==> src/logic/cpr0_pkg.sv <==
// Purpose: Constants for the card port zero pin routing block
// Assumes: AXI4-Lite register access, 32-bit data
// Notes:   Pin index order follows the general-purpose pin numbering
`default_nettype none
package cpr0_pkg;
   // ----------------------------------------
   // Register map (byte addresses)
   // ----------------------------------------
   localparam int unsigned CPR0_AW = 4;
   localparam logic [3:0] CPR0_BUS_SELECT_OFS = 4'h0;
   localparam logic [3:0] CPR0_PD_INHIBIT_OFS = 4'h4;
   localparam logic [3:0] CPR0_CPU_STATUS_OFS = 4'h8;

   // ----------------------------------------
   // Fields and reset values
   // ----------------------------------------
   localparam int unsigned CPR0_PIN_N     = 6;
   localparam int unsigned CPR0_ROUTE_LSB = 0;
   localparam int unsigned CPR0_ROUTE_W   = 2;
   localparam int unsigned CPR0_FLAG_BIT  = 13;
   localparam int unsigned CPR0_FLAG_LANE = 1;
   localparam int unsigned CPR0_ROUTE_LANE = 0;
   localparam int unsigned CPR0_PD_LANE    = 0;
   localparam logic [1:0] CPR0_ROUTE_CARD  = 2'h0;
   localparam logic [1:0] CPR0_ROUTE_AUDIO = 2'h1;
   localparam logic [1:0] CPR0_ROUTE_GPIO  = 2'h2;
   localparam logic [1:0] CPR0_ROUTE_RST   = 2'h2;
   localparam logic [5:0] CPR0_PD_RST      = 6'h00;
   localparam logic       CPR0_FLAG_RST    = 1'h0;

   // Pins that may carry the audio port
   localparam logic [5:0] CPR0_AUDIO_MASK = 6'h0F;

   // ----------------------------------------
   // Pin positions
   // ----------------------------------------
   localparam int unsigned CPR0_PIN_CLK = 0;
   localparam int unsigned CPR0_PIN_CMD = 1;
   localparam int unsigned CPR0_PIN_D0  = 2;
   localparam int unsigned CPR0_PIN_D1  = 3;
   localparam int unsigned CPR0_PIN_D3  = 5;

   // ----------------------------------------
   // Bus responses
   // ----------------------------------------
   localparam logic [1:0] CPR0_RESP_OKAY   = 2'h0;
   localparam logic [1:0] CPR0_RESP_SLVERR = 2'h2;
endpackage : cpr0_pkg
`default_nettype wire

==> src/logic/cpr0_pin_route.sv <==
// Purpose: Pin routing for card port zero and the external flag pin
// Assumes: All inputs synchronous to mclk_in; pads resolve enables
// Notes:   Routed pad signals are registered, one cycle of latency
//
// Our own choices: the AXI4-Lite slave port and the placing of the registers.
`timescale 1ns/1ps
`default_nettype none

// Functional notes
// - The clock pin carries card clock, audio bit clock or gpio pin 0 per the route field.
// - The command pin carries card command, audio frame sync or gpio pin 1 per the route field.
// - The upper two data pins carry card data or gpio pins 5 and 4, never the audio port.
// - The lower two data pins carry card data, audio receive/transmit or gpio pins 3 and 2.
// - In card mode the four data pins form one 4-bit bus steered by the card controller.
// - One route field in the bus select register picks the function of all six pins.
// - Each pin's pulldown is enabled or inhibited by its own bit, whatever the function.
// - The bit set instruction aimed at the flag drives the flag pin high.
// - The bit clear instruction, or a write of status bit 13, drives the flag accordingly.
// - The flag pin is always driven, and floats only during boundary scan.
// - The flag pin is output only, usable as fast output or processor signal.
module cpr0_pin_route
   import cpr0_pkg::*;
(
   // Clock, reset, enable
   input  wire logic                mclk_in,
   input  wire logic                resetn_in,
   input  wire logic                ce_in,
   // AXI4-Lite write
   input  wire logic [CPR0_AW-1:0]  s_awaddr_in,
   input  wire logic                s_awvalid_in,
   output logic                     s_awready_out,
   input  wire logic [31:0]         s_wdata_in,
   input  wire logic [3:0]          s_wstrb_in,
   input  wire logic                s_wvalid_in,
   output logic                     s_wready_out,
   output logic [1:0]               s_bresp_out,
   output logic                     s_bvalid_out,
   input  wire logic                s_bready_in,
   // AXI4-Lite read
   input  wire logic [CPR0_AW-1:0]  s_araddr_in,
   input  wire logic                s_arvalid_in,
   output logic                     s_arready_out,
   output logic [31:0]              s_rdata_out,
   output logic [1:0]               s_rresp_out,
   output logic                     s_rvalid_out,
   input  wire logic                s_rready_in,
   // Card controller
   input  wire logic                card_clk_in,
   input  wire logic                card_cmd_in,
   input  wire logic                card_cmd_oe_in,
   output logic                     card_cmd_out,
   input  wire logic [3:0]          card_dat_in,
   input  wire logic [3:0]          card_dat_oe_in,
   output logic [3:0]               card_dat_out,
   // Audio port
   input  wire logic                aud_clk_in,
   input  wire logic                aud_clk_oe_in,
   output logic                     aud_clk_out,
   input  wire logic                aud_fs_in,
   input  wire logic                aud_fs_oe_in,
   output logic                     aud_fs_out,
   input  wire logic                aud_dx_in,
   output logic                     aud_rx_out,
   // GPIO block
   input  wire logic [5:0]          gpio_val_in,
   input  wire logic [5:0]          gpio_oe_in,
   output logic [5:0]               gpio_pad_out,
   // Card port pads
   input  wire logic [5:0]          pad_in,
   output logic [5:0]               pad_out,
   output logic [5:0]               pad_oe_out,
   output logic [5:0]               pd_inhibit_out,
   // CPU flag control and scan
   input  wire logic                flag_set_in,
   input  wire logic                flag_clr_in,
   input  wire logic                scan_in,
   output logic                     flag_out,
   output logic                     flag_oe_out
);

   // ----------------------------------------
   // Register state
   // ----------------------------------------
   logic [1:0]          route_ff;
   logic [5:0]          pdi_ff;
   logic                flag_ff;
   logic                flag_oe_ff;
   logic                aw_hold_ff;
   logic                w_hold_ff;
   logic [CPR0_AW-1:0]  awaddr_ff;
   logic [31:0]         wdata_ff;
   logic [3:0]          wstrb_ff;
   logic                bvalid_ff;
   logic [1:0]          bresp_ff;
   logic                rvalid_ff;
   logic [31:0]         rdata_ff;
   logic [1:0]          rresp_ff;
   logic                wr_fire;
   logic                wr_route;
   logic                wr_pd;
   logic                wr_flag;
   logic                wr_hit;
   logic [31:0]         nxt_rdata;
   logic                rd_hit;

   // ----------------------------------------
   // AXI4-Lite slave
   // ----------------------------------------
   // Ready only when frozen state can move; one write in flight
   assign s_awready_out = ce_in & ~aw_hold_ff & ~bvalid_ff;
   assign s_wready_out  = ce_in & ~w_hold_ff & ~bvalid_ff;
   assign s_arready_out = ce_in & ~rvalid_ff;
   assign s_bvalid_out  = bvalid_ff;
   assign s_bresp_out   = bresp_ff;
   assign s_rvalid_out  = rvalid_ff;
   assign s_rdata_out   = rdata_ff;
   assign s_rresp_out   = rresp_ff;

   // Commit once both address and data are held
   assign wr_fire  = ce_in & aw_hold_ff & w_hold_ff;
   assign wr_route = wr_fire & (awaddr_ff == CPR0_BUS_SELECT_OFS)
                     & wstrb_ff[CPR0_ROUTE_LANE];
   assign wr_pd    = wr_fire & (awaddr_ff == CPR0_PD_INHIBIT_OFS)
                     & wstrb_ff[CPR0_PD_LANE];
   assign wr_flag  = wr_fire & (awaddr_ff == CPR0_CPU_STATUS_OFS)
                     & wstrb_ff[CPR0_FLAG_LANE];
   assign wr_hit   = (awaddr_ff == CPR0_BUS_SELECT_OFS)
                     | (awaddr_ff == CPR0_PD_INHIBIT_OFS)
                     | (awaddr_ff == CPR0_CPU_STATUS_OFS);

   // Address and data captured independently, either order
   always_ff @(posedge mclk_in or negedge resetn_in) begin
      if (!resetn_in) begin
         aw_hold_ff <= 1'b0;
         w_hold_ff  <= 1'b0;
         awaddr_ff  <= '0;
         wdata_ff   <= '0;
         wstrb_ff   <= '0;
      end else if (ce_in) begin
         if (s_awvalid_in && s_awready_out) begin
            aw_hold_ff <= 1'b1;
            awaddr_ff  <= s_awaddr_in;
         end else if (wr_fire) begin
            aw_hold_ff <= 1'b0;
         end
         if (s_wvalid_in && s_wready_out) begin
            w_hold_ff <= 1'b1;
            wdata_ff  <= s_wdata_in;
            wstrb_ff  <= s_wstrb_in;
         end else if (wr_fire) begin
            w_hold_ff <= 1'b0;
         end
      end
   end

   // Write response, error for unmapped addresses
   always_ff @(posedge mclk_in or negedge resetn_in) begin
      if (!resetn_in) begin
         bvalid_ff <= 1'b0;
         bresp_ff  <= CPR0_RESP_OKAY;
      end else if (ce_in) begin
         if (wr_fire) begin
            bvalid_ff <= 1'b1;
            bresp_ff  <= wr_hit ? CPR0_RESP_OKAY : CPR0_RESP_SLVERR;
         end else if (s_bready_in) begin
            bvalid_ff <= 1'b0;
         end
      end
   end

   // Read mux, reserved bits read zero
   always_comb begin
      nxt_rdata = '0;
      rd_hit    = 1'b1;
      case (s_araddr_in)
         CPR0_BUS_SELECT_OFS: begin
            nxt_rdata[CPR0_ROUTE_LSB +: CPR0_ROUTE_W] = route_ff;
         end
         CPR0_PD_INHIBIT_OFS: begin
            nxt_rdata[CPR0_PIN_N-1:0] = pdi_ff;
         end
         CPR0_CPU_STATUS_OFS: begin
            nxt_rdata[CPR0_FLAG_BIT] = flag_ff;
         end
         default: begin
            rd_hit = 1'b0;
         end
      endcase
   end

   // Read data valid one cycle after address accepted
   always_ff @(posedge mclk_in or negedge resetn_in) begin
      if (!resetn_in) begin
         rvalid_ff <= 1'b0;
         rdata_ff  <= '0;
         rresp_ff  <= CPR0_RESP_OKAY;
      end else if (ce_in) begin
         if (s_arvalid_in && s_arready_out) begin
            rvalid_ff <= 1'b1;
            rdata_ff  <= nxt_rdata;
            rresp_ff  <= rd_hit ? CPR0_RESP_OKAY : CPR0_RESP_SLVERR;
         end else if (s_rready_in) begin
            rvalid_ff <= 1'b0;
         end
      end
   end

   // ----------------------------------------
   // Control registers
   // ----------------------------------------
   // Single field steers all six pins
   always_ff @(posedge mclk_in or negedge resetn_in) begin
      if (!resetn_in) begin
         route_ff <= CPR0_ROUTE_RST;
      end else if (wr_route) begin
         route_ff <= wdata_ff[CPR0_ROUTE_LSB +: CPR0_ROUTE_W];
      end
   end

   // Pulldown inhibit, untouched by routing changes
   always_ff @(posedge mclk_in or negedge resetn_in) begin
      if (!resetn_in) begin
         pdi_ff <= CPR0_PD_RST;
      end else if (wr_pd) begin
         pdi_ff <= wdata_ff[CPR0_PIN_N-1:0];
      end
   end
   assign pd_inhibit_out = pdi_ff;

   // Flag: instructions outrank a status write in the same cycle
   always_ff @(posedge mclk_in or negedge resetn_in) begin
      if (!resetn_in) begin
         flag_ff <= CPR0_FLAG_RST;
      end else if (ce_in) begin
         if (flag_set_in) begin
            flag_ff <= 1'b1;
         end else if (flag_clr_in) begin
            flag_ff <= 1'b0;
         end else if (wr_flag) begin
            flag_ff <= wdata_ff[CPR0_FLAG_BIT];
         end
      end
   end

   // Flag never has an input path; floats only in scan
   always_ff @(posedge mclk_in or negedge resetn_in) begin
      if (!resetn_in) begin
         flag_oe_ff <= 1'b1;
      end else if (ce_in) begin
         flag_oe_ff <= ~scan_in;
      end
   end
   assign flag_out    = flag_ff;
   assign flag_oe_out = flag_oe_ff;

   // ----------------------------------------
   // Per-pin routing
   // ----------------------------------------
   logic [5:0] card_o;
   logic [5:0] card_e;
   logic [5:0] aud_o;
   logic [5:0] aud_e;
   logic [5:0] pad_o_ff;
   logic [5:0] pad_e_ff;
   logic [5:0] card_i_ff;
   logic [5:0] aud_i_ff;
   logic [5:0] gpio_i_ff;

   // Card clock is always driven; data bus is one nibble
   assign card_o = {card_dat_in, card_cmd_in, card_clk_in};
   assign card_e = {card_dat_oe_in, card_cmd_oe_in, 1'b1};
   // Receive pin is input only, transmit pin always driven
   assign aud_o  = {2'b00, 1'b0, aud_dx_in, aud_fs_in, aud_clk_in};
   assign aud_e  = {2'b00, 1'b0, 1'b1, aud_fs_oe_in, aud_clk_oe_in};

   for (genvar i = 0; i < CPR0_PIN_N; i++) begin : g_pin
      logic sel_card;
      logic sel_aud;
      // Upper pins fall back to gpio in audio mode
      assign sel_card = (route_ff == CPR0_ROUTE_CARD);
      assign sel_aud  = (route_ff == CPR0_ROUTE_AUDIO)
                        & CPR0_AUDIO_MASK[i];

      always_ff @(posedge mclk_in or negedge resetn_in) begin
         if (!resetn_in) begin
            pad_o_ff[i]  <= 1'b0;
            pad_e_ff[i]  <= 1'b0;
            card_i_ff[i] <= 1'b0;
            aud_i_ff[i]  <= 1'b0;
            gpio_i_ff[i] <= 1'b0;
         end else if (ce_in) begin
            if (sel_card) begin
               pad_o_ff[i] <= card_o[i];
               pad_e_ff[i] <= card_e[i];
            end else if (sel_aud) begin
               pad_o_ff[i] <= aud_o[i];
               pad_e_ff[i] <= aud_e[i];
            end else begin
               pad_o_ff[i] <= gpio_val_in[i];
               pad_e_ff[i] <= gpio_oe_in[i];
            end
            // Unselected functions see a quiet low input
            card_i_ff[i] <= sel_card & pad_in[i];
            aud_i_ff[i]  <= sel_aud & pad_in[i];
            gpio_i_ff[i] <= ~sel_card & ~sel_aud & pad_in[i];
         end
      end
   end

   assign pad_out      = pad_o_ff;
   assign pad_oe_out   = pad_e_ff;
   assign card_cmd_out = card_i_ff[CPR0_PIN_CMD];
   assign card_dat_out = card_i_ff[CPR0_PIN_D3:CPR0_PIN_D0];
   assign aud_clk_out  = aud_i_ff[CPR0_PIN_CLK];
   assign aud_fs_out   = aud_i_ff[CPR0_PIN_CMD];
   assign aud_rx_out   = aud_i_ff[CPR0_PIN_D1];
   assign gpio_pad_out = gpio_i_ff;
endmodule : cpr0_pin_route
`default_nettype wire

==> config.mk <==
export PLATFORM = sky130hd
export DESIGN_NAME = cpr0_pin_route
export DESIGN_NICKNAME = d
export VERILOG_FILES = /design/src/logic/cpr0_pkg.sv /design/src/logic/cpr0_pin_route.sv
export SDC_FILE = /design/constraint.sdc
export NUM_CORES = 1
export LEC_CHECK = 0
export BUFFER_PORTS_ARGS = -buffer_cell sky130_fd_sc_hd__buf_2
export CAP_MARGIN = 20
export CORE_AREA = 2 2 81 98
export DETAILED_ROUTE_END_ITERATION = 10
export DIE_AREA = 0 0 83 100
export GPL_TIMING_DRIVEN = 0
export PLACE_DENSITY_LB_ADDON = 0.1
export SLEW_MARGIN = 40
export SYNTH_ARGS = -nofsm -noshare
export SYNTH_HDL_FRONTEND = slang
export SYNTH_SLANG_ARGS = --single-unit
==> constraint.sdc <==
create_clock -name mclk_in -period 1.6 [get_ports mclk_in]
set_clock_uncertainty 0.05 [all_clocks]
set_input_delay 0.16 -clock mclk_in [delete_from_list [all_inputs] [get_ports mclk_in]]
set_output_delay 0.16 -clock mclk_in [all_outputs]
set_load 0.01 [all_outputs]
==> results.py, run 1 <==
metrics = {
    "detailed_routing": {
        "dr_wl_met2_um": 3150,
        "drt_iter0_drc": 104,
        "drtPass1Iterations": 4,
        "drtAntennaViolNets": 0,
        "via_per_inst": 4.45,
        "route.vias.total": 2357,
        "wl_um": 6780,
        "drc": 0,
        "wire_per_inst_um": 12.8,
        "dr_wl_met3_um": 452,
        "top_layer_used": "met4",
        "wl_met1_um": 3050,
    },
    "worst_setup_path": {
        "cp_slowest_cell": "or4b_4",
        "cp-end-kind": "flop",
        "rr_worst_depth": 3,
        "critPathMaxFanout": 4,
        "start_kind": "flop",
        "required_ns": 1.76,
        "critPathArrivalTime_ns": 1.81,
        "crit_chain": "or2_4 -> or4b_4 -> mux2_4",
        "critPathKind": "reg -> reg",
        "max_stage_delay_ns": 0.52,
    },
    "synthesis": {
        "synth.avg_cell_area_um2": 10.6,
        "netlist_area_um2": 2870,
        "postSynthCellCount": 272,
        "ys_seq_area_share_pct": 54.1,
        "ys_warn_count": 0,
        "ys_seq_elements": 62,
        "post_synth_num_cell_types": 35,
    },
    "place": {
        "dpl.cell_count": 499,
        "dpl.hpwl_um": 5020,
        "gp_congestion": 0.750,
        "place_area_um2": 3660,
        "port_buffers": 108,
    },
    "clock_tree": {
        "cts_tree": "done",
        "clk_pin_slew_ns": 0.06,
        "cts_root_buf": "clkbuf_8",
        "clockBufferDepth": 2,
        "htreeDepth": 3,
        "clkLatencyLatePin_ns": 0.33,
        "numCtsBuffers": 9,
        "clock-sinks": 62,
    },
    "timing": {
        "max_freq_mhz": 608,
        "tightest_slew_ns": 0.682,
        "slew_violations": 0,
        "slew_headroom_pct": 53.9,
        "setup_viol": 2,
        "rsz0062_at_grt": "true",
        "timing.final.crit_share_pct": 103,
        "hold_violations": 0,
        "min_period_ns": 1.64,
        "worst_slack_ns": -0.0436,
    },
    "cells_and_area": {
        "diodes": 0,
        "finalNonFillerCells": 530,
        "syn_to_final_growth_pct": 42.6,
        "layout-drive-gt1-share_pct": 45.2,
        "final_area_um2": 4100,
        "nNetsFinal": 523,
    },
    "global_routing": {
        "grt_pass1_vias": 2284,
        "gr-total-overflow": 0,
        "grt_util_all_layers_pct": 17.0,
        "grt_first_pass_wirelength_um": 11200,
        "grt_max_degree": 36,
        "grt_antenna_before_repair": 0,
    },
    "floorplan": {
        "fp.dieArea_um2": 8300,
        "coreArea_um2": 7490,
        "die_y_um": 100,
        "initial_utilization_pct": 38.4,
        "dieWidth_um": 83,
        "placementRows": 35,
        "io_pins": 164,
    },
    "pwr": {
        "irDropWorstVdd_uv": 682,
        "powerDensity_nw_per_um2": 1340,
        "p_leak_nw": 2.13,
    },
    "job": {
        "maxCapViolCount": 0,
    },
    "min_path": {
        "min_path_cells": 2,
        "min_path_type": "in -> reg",
    },
    "status": {
        "status": "finished, violations left",
        "violations": "setup timing",
    },
}
-- critical path: cells and delay by family (launching register included) --
kind / cells / cell delay (ns)
muxes: 1 / 0.31
and+or+nand+nor: 2 / 0.80
DFF: 1 / 0.38
-- synth_stat cells --
library cell	number	share of area, %
mux2i_1	8	2.8
conb_1	1	0.13
a21oi_1	4	0.70
nand3_4	1	0.61
nand2b_1	2	0.44
o221ai_1	2	0.61
inv_1	21	2.7
dfstp_2	2	1.8
nand3_1	5	0.87
mux2_4	2	1.0
a22oi_1	2	0.52
a21o_1	1	0.26
or2_2	1	0.22
nor2b_1	1	0.22
o21ai_0	22	3.8
nor2_1	10	1.3
or2_1	1	0.22
a21o_2	1	0.30
nor4bb_1	1	0.35
dfrtp_1	60	52
nor4_4	1	0.74
nand3b_1	1	0.26
a31oi_1	4	0.87
or4b_4	1	0.48
clkbuf_1	10	1.3
or4_1	2	0.52
o41ai_1	1	0.30
nand2_1	41	5.4
o22ai_1	9	2.0
nor3b_1	1	0.26
a211oi_1	1	0.26
buf_4	28	7.3
buf_2	1	0.17
mux2_2	22	8.6
nor4b_1	1	0.30
-- report_power, final --
group | leakage (nW) | internal (mW) | switching [mW] | total, mW
logic | 1.24 | 0.824 | 0.746 | 1.57
registers | 0.774 | 2.03 | 0.348 | 2.38
clock network | 0.115 | 0.948 | 0.575 | 1.52
-- cell families after synthesis --
kind of cell / Yosys count / synth area share (%)
AO/OA/AOI/OAI: 47 / 9.63
multiplexers: 32 / 12.5
buffers and inverters: 60 / 11.5
other: 1 / 0.131
AND/OR/NAND/NOR: 70 / 12.2
flip-flops: 62 / 54.1
-- state kept, by name (all words and copies together), names as in the netlist, 2 cells and up --
register        count
wstrb_ff            2
awaddr_ff           4
card_dat_out        4
pad_out             6
pad_oe_out          6
pd_inhibit_out      6
s_rdata_out         7
gpio_pad_out        6
wdata_ff            7
route_ff            2
-- metal layers --
layer / GRT usage, % / vias to the layer above
li1: - / 1190
met2: 26.3 / 86
met1: 22.7 / 1070
met4: 7.57 / 0
met3: 4.28 / 11
met5: 0 / -
-- stage by stage --
stage               setup WS, ns  TNS, ns  total power [mW]  util [%]  hold slack [ns]
CTS                      -0.0428  -0.0830              5.46      53.8          0.00321
finish                   -0.0436  -0.0446              5.47      54.7           0.0229
global placement          -0.321    -3.88              3.83      48.5            0.258
detailed placement        -0.331    -3.72              3.87      48.8           0.0566
floorplan                0.00921        0              3.26         -           -0.186
global route             -0.0829   -0.355              5.84      54.7           0.0116
-- cell type report --
cell class	instances	area (µm²)
fill	705	3390
sequential	62	1560
multi-input combinational	176	1130
timing repair buffer	127	734
buffer	37	256
clock buffer	11	151
tap	92	115
inverter	21	78.8
clock inverter	4	70.1
-- final timing paths --
path                                     from     endpoint  slack (ns)
worst max register to register   awaddr_ff[1]  route_ff[0]       -0.04
worst max-delay path             awaddr_ff[1]  route_ff[0]       -0.04
worst min-delay path            s_wdata_in[0]  wdata_ff[0]        0.02
worst min register to register    flag_oe_out  flag_oe_out        0.43
min in group asynchronous           resetn_in   pad_out[2]        0.25
max in group asynchronous           resetn_in  route_ff[1]        0.68
-- repair_timing --
item                                    in CTS  in global routing
buffers inserted                             1                  4
endpoints found under the hold margin       39                  0
hold buffers                                13                  0
pin swaps                                    1                  1
resized for setup                            6                 14
endpoints found under the setup margin      35                 33
-- cells in the final DEF, fill, tap and decap left out, drive strengths merged, types with 4 or more instances in the layout --
cell type / n
a21oi: 4
buf: 145
nand3: 6
dlygate4sd3: 13
dfrtp: 60
nor2: 10
clkbuf: 17
mux2i: 8
o22ai: 9
mux2: 24
nand2: 41
conb: 27
inv: 21
a31oi: 4
o21ai: 22
Note: power is estimated with default switching activity, not from simulation.
==> inputs of run 2 (changes only) <==
- PLACE_DENSITY: unset -> 0.86
- PLACE_DENSITY_LB_ADDON: 0.1 -> unset
==> results.py, run 2 (synthesis results as in run 1) <==
metrics = {
    "status": {
        "status": "finished, violations left",
        "violations": "setup timing",
    },
    "min_path": {
        "min_path_cells": 4,
        "holdPathEnd": "s_rvalid_out",
        "min_path_type": "in -> reg",
        "hold_start": "s_rready_in",
    },
    "worst_setup_path": {
        "critPathKind": "reg -> reg",
        "required_ns": 1.77,
        "rr_worst_depth": 3,
        "critPathArrivalTime_ns": 1.81,
        "rr_endpoint": "route_ff[0]",
        "start_kind": "flop",
        "critPathMaxFanout": 4,
        "cp-end-kind": "flop",
        "r2r_slack_ns": -0.04,
        "r2r_start": "awaddr_ff[1]",
    },
    "cells_and_area": {
        "diodes": 0,
        "final_cell_mix": "107 x buf_2, 59 x dfrtp_1, 41 x nand2_1, 31 x buf_4, 27 x conb_1",
        "nNetsFinal": 522,
        "num-fill-cells": 641,
        "syn_to_final_growth_pct": 41.2,
        "layout-drive-gt1-share_pct": 44.3,
        "layout_commonest_cell": "buf_2",
    },
    "clock_tree": {
        "clkLatencyLatePin_ns": 0.33,
        "clock-sinks": 62,
        "clockBufferDepth": 2,
        "cts_tree": "done",
        "htreeDepth": 3,
        "numCtsBuffers": 9,
        "clk_pin_slew_ns": 0.07,
        "cts_root_buf": "clkbuf_8",
    },
    "place": {
        "port_buffers": 108,
        "dpl.hpwl_um": 5060,
        "gp_congestion": 0.806,
    },
    "timing": {
        "setup_viol": 1,
        "min_period_ns": 1.64,
        "worst_slack_ns": -0.0373,
        "hold_violations": 0,
        "rsz0062_at_grt": "true",
        "max_freq_mhz": 611,
        "slew_violations": 0,
        "slew_headroom_pct": 57.3,
        "tightest_slew_ns": 0.632,
        "timing.final.crit_share_pct": 102,
        "fin_tns_setup_ns": -0.0373,
    },
    "detailed_routing": {
        "drc": 0,
        "drt_iter0_drc": 42,
        "wire_per_inst_um": 13.1,
        "route.vias.total": 2405,
        "via_per_inst": 4.54,
        "drtAntennaViolNets": 0,
        "drtPass1Iterations": 4,
        "wl_um": 6960,
    },
    "global_routing": {
        "grt_max_degree": 63,
        "grt_first_pass_wirelength_um": 11400,
        "gr-total-overflow": 0,
        "grt_util_all_layers_pct": 17.3,
        "grt_pass1_vias": 2392,
        "grt_antenna_before_repair": 0,
    },
    "job": {
        "maxCapViolCount": 0,
    },
    "floorplan": {
        "placementRows": 35,
        "io_pins": 164,
        "coreArea_um2": 7490,
        "initial_utilization_pct": 38.4,
        "dieWidth_um": 83,
        "fp.dieArea_um2": 8300,
        "die_y_um": 100,
    },
    "pwr": {
        "design_power_total_mw": 5.44,
        "p_leak_nw": 2.10,
        "irDropWorstVdd_uv": 867,
        "powerDensity_nw_per_um2": 1340,
    },
}
run 2: worst max path at each step:
stage	start	endpoint	slack, ns
final	awaddr_ff[1]	route_ff[0]	-0.04
after floorplan	awaddr_ff[1]	route_ff[0]	0.009
after detailed placement	route_ff[1]	pad_out[0]	-0.41
after global placement	route_ff[1]	pad_oe_out[0]	-0.41
after global routing	awaddr_ff[1]	route_ff[0]	-0.08
after CTS	awaddr_ff[1]	route_ff[0]	-0.04
run 2: final cells by class:
cell class              instances  area [µm²]  share of cell area, %
flip-flops and latches         62        1560                   38.3
multi-input cells             176        1100                   27.2
repair buffers                126         723                   17.8
plain buffers                  37         256                   6.32
clock buffers                  10         138                   3.39
well taps                      92         115                   2.84
clock inverters                 6        85.1                   2.10
inverters                      21        78.8                   1.94
run 2: worst max-delay path, stage by stage, from the launching register on:
cell and delay, ns:
dfrtp_1 0.37, or2_4 0.28, or4b_4 0.51, mux2_4 0.31
run 2: through the flow:
stage | util [%] | cells | cell area [µm²] | hold slack (ns) | setup WS [ns]
2_1_floorplan | - | 298 | 2980 | -0.186 | 0.00921
5_1_grt | 54.2 | 530 | 4060 | 0.0144 | -0.0751
3_5_place_dp | 48.6 | 498 | 3640 | 0.246 | -0.414
4_1_cts | 53.7 | 528 | 4020 | 0.00259 | -0.0422
3_3_place_gp | 48.5 | 498 | 3630 | 0.256 | -0.406
6_report | 54.2 | 530 | 4060 | 0.0219 | -0.0373
run 2: power breakdown:
part / switching (mW) / internal, mW / total (mW) / leakage [nW]
clock: 0.627 / 0.914 / 1.54 / 0.108
sequential: 0.351 / 2.02 / 2.38 / 0.776
combinational: 0.756 / 0.770 / 1.53 / 1.22
run 2: what timing repair did:
item	in CTS	in global routing
hold buffers	15	0
pin swaps	1	0
endpoints found under the hold margin	74	0
gates resized for setup	6	5
endpoints found under the setup margin	36	20
buffers inserted	1	2
gates cloned	0	0
run 2: layer usage:
| layer | up-vias | wire length (µm) | GRT usage [%] |
|---|---|---|---|
| li1 | 1187 | - | - |
| met3 | 8 | 399 | 5.18 |
| met2 | 81 | 3620 | 30.6 |
| met5 | - | 0 | 0 |
| met1 | 1129 | 2840 | 19.4 |
| met4 | 0 | 110 | 7.57 |
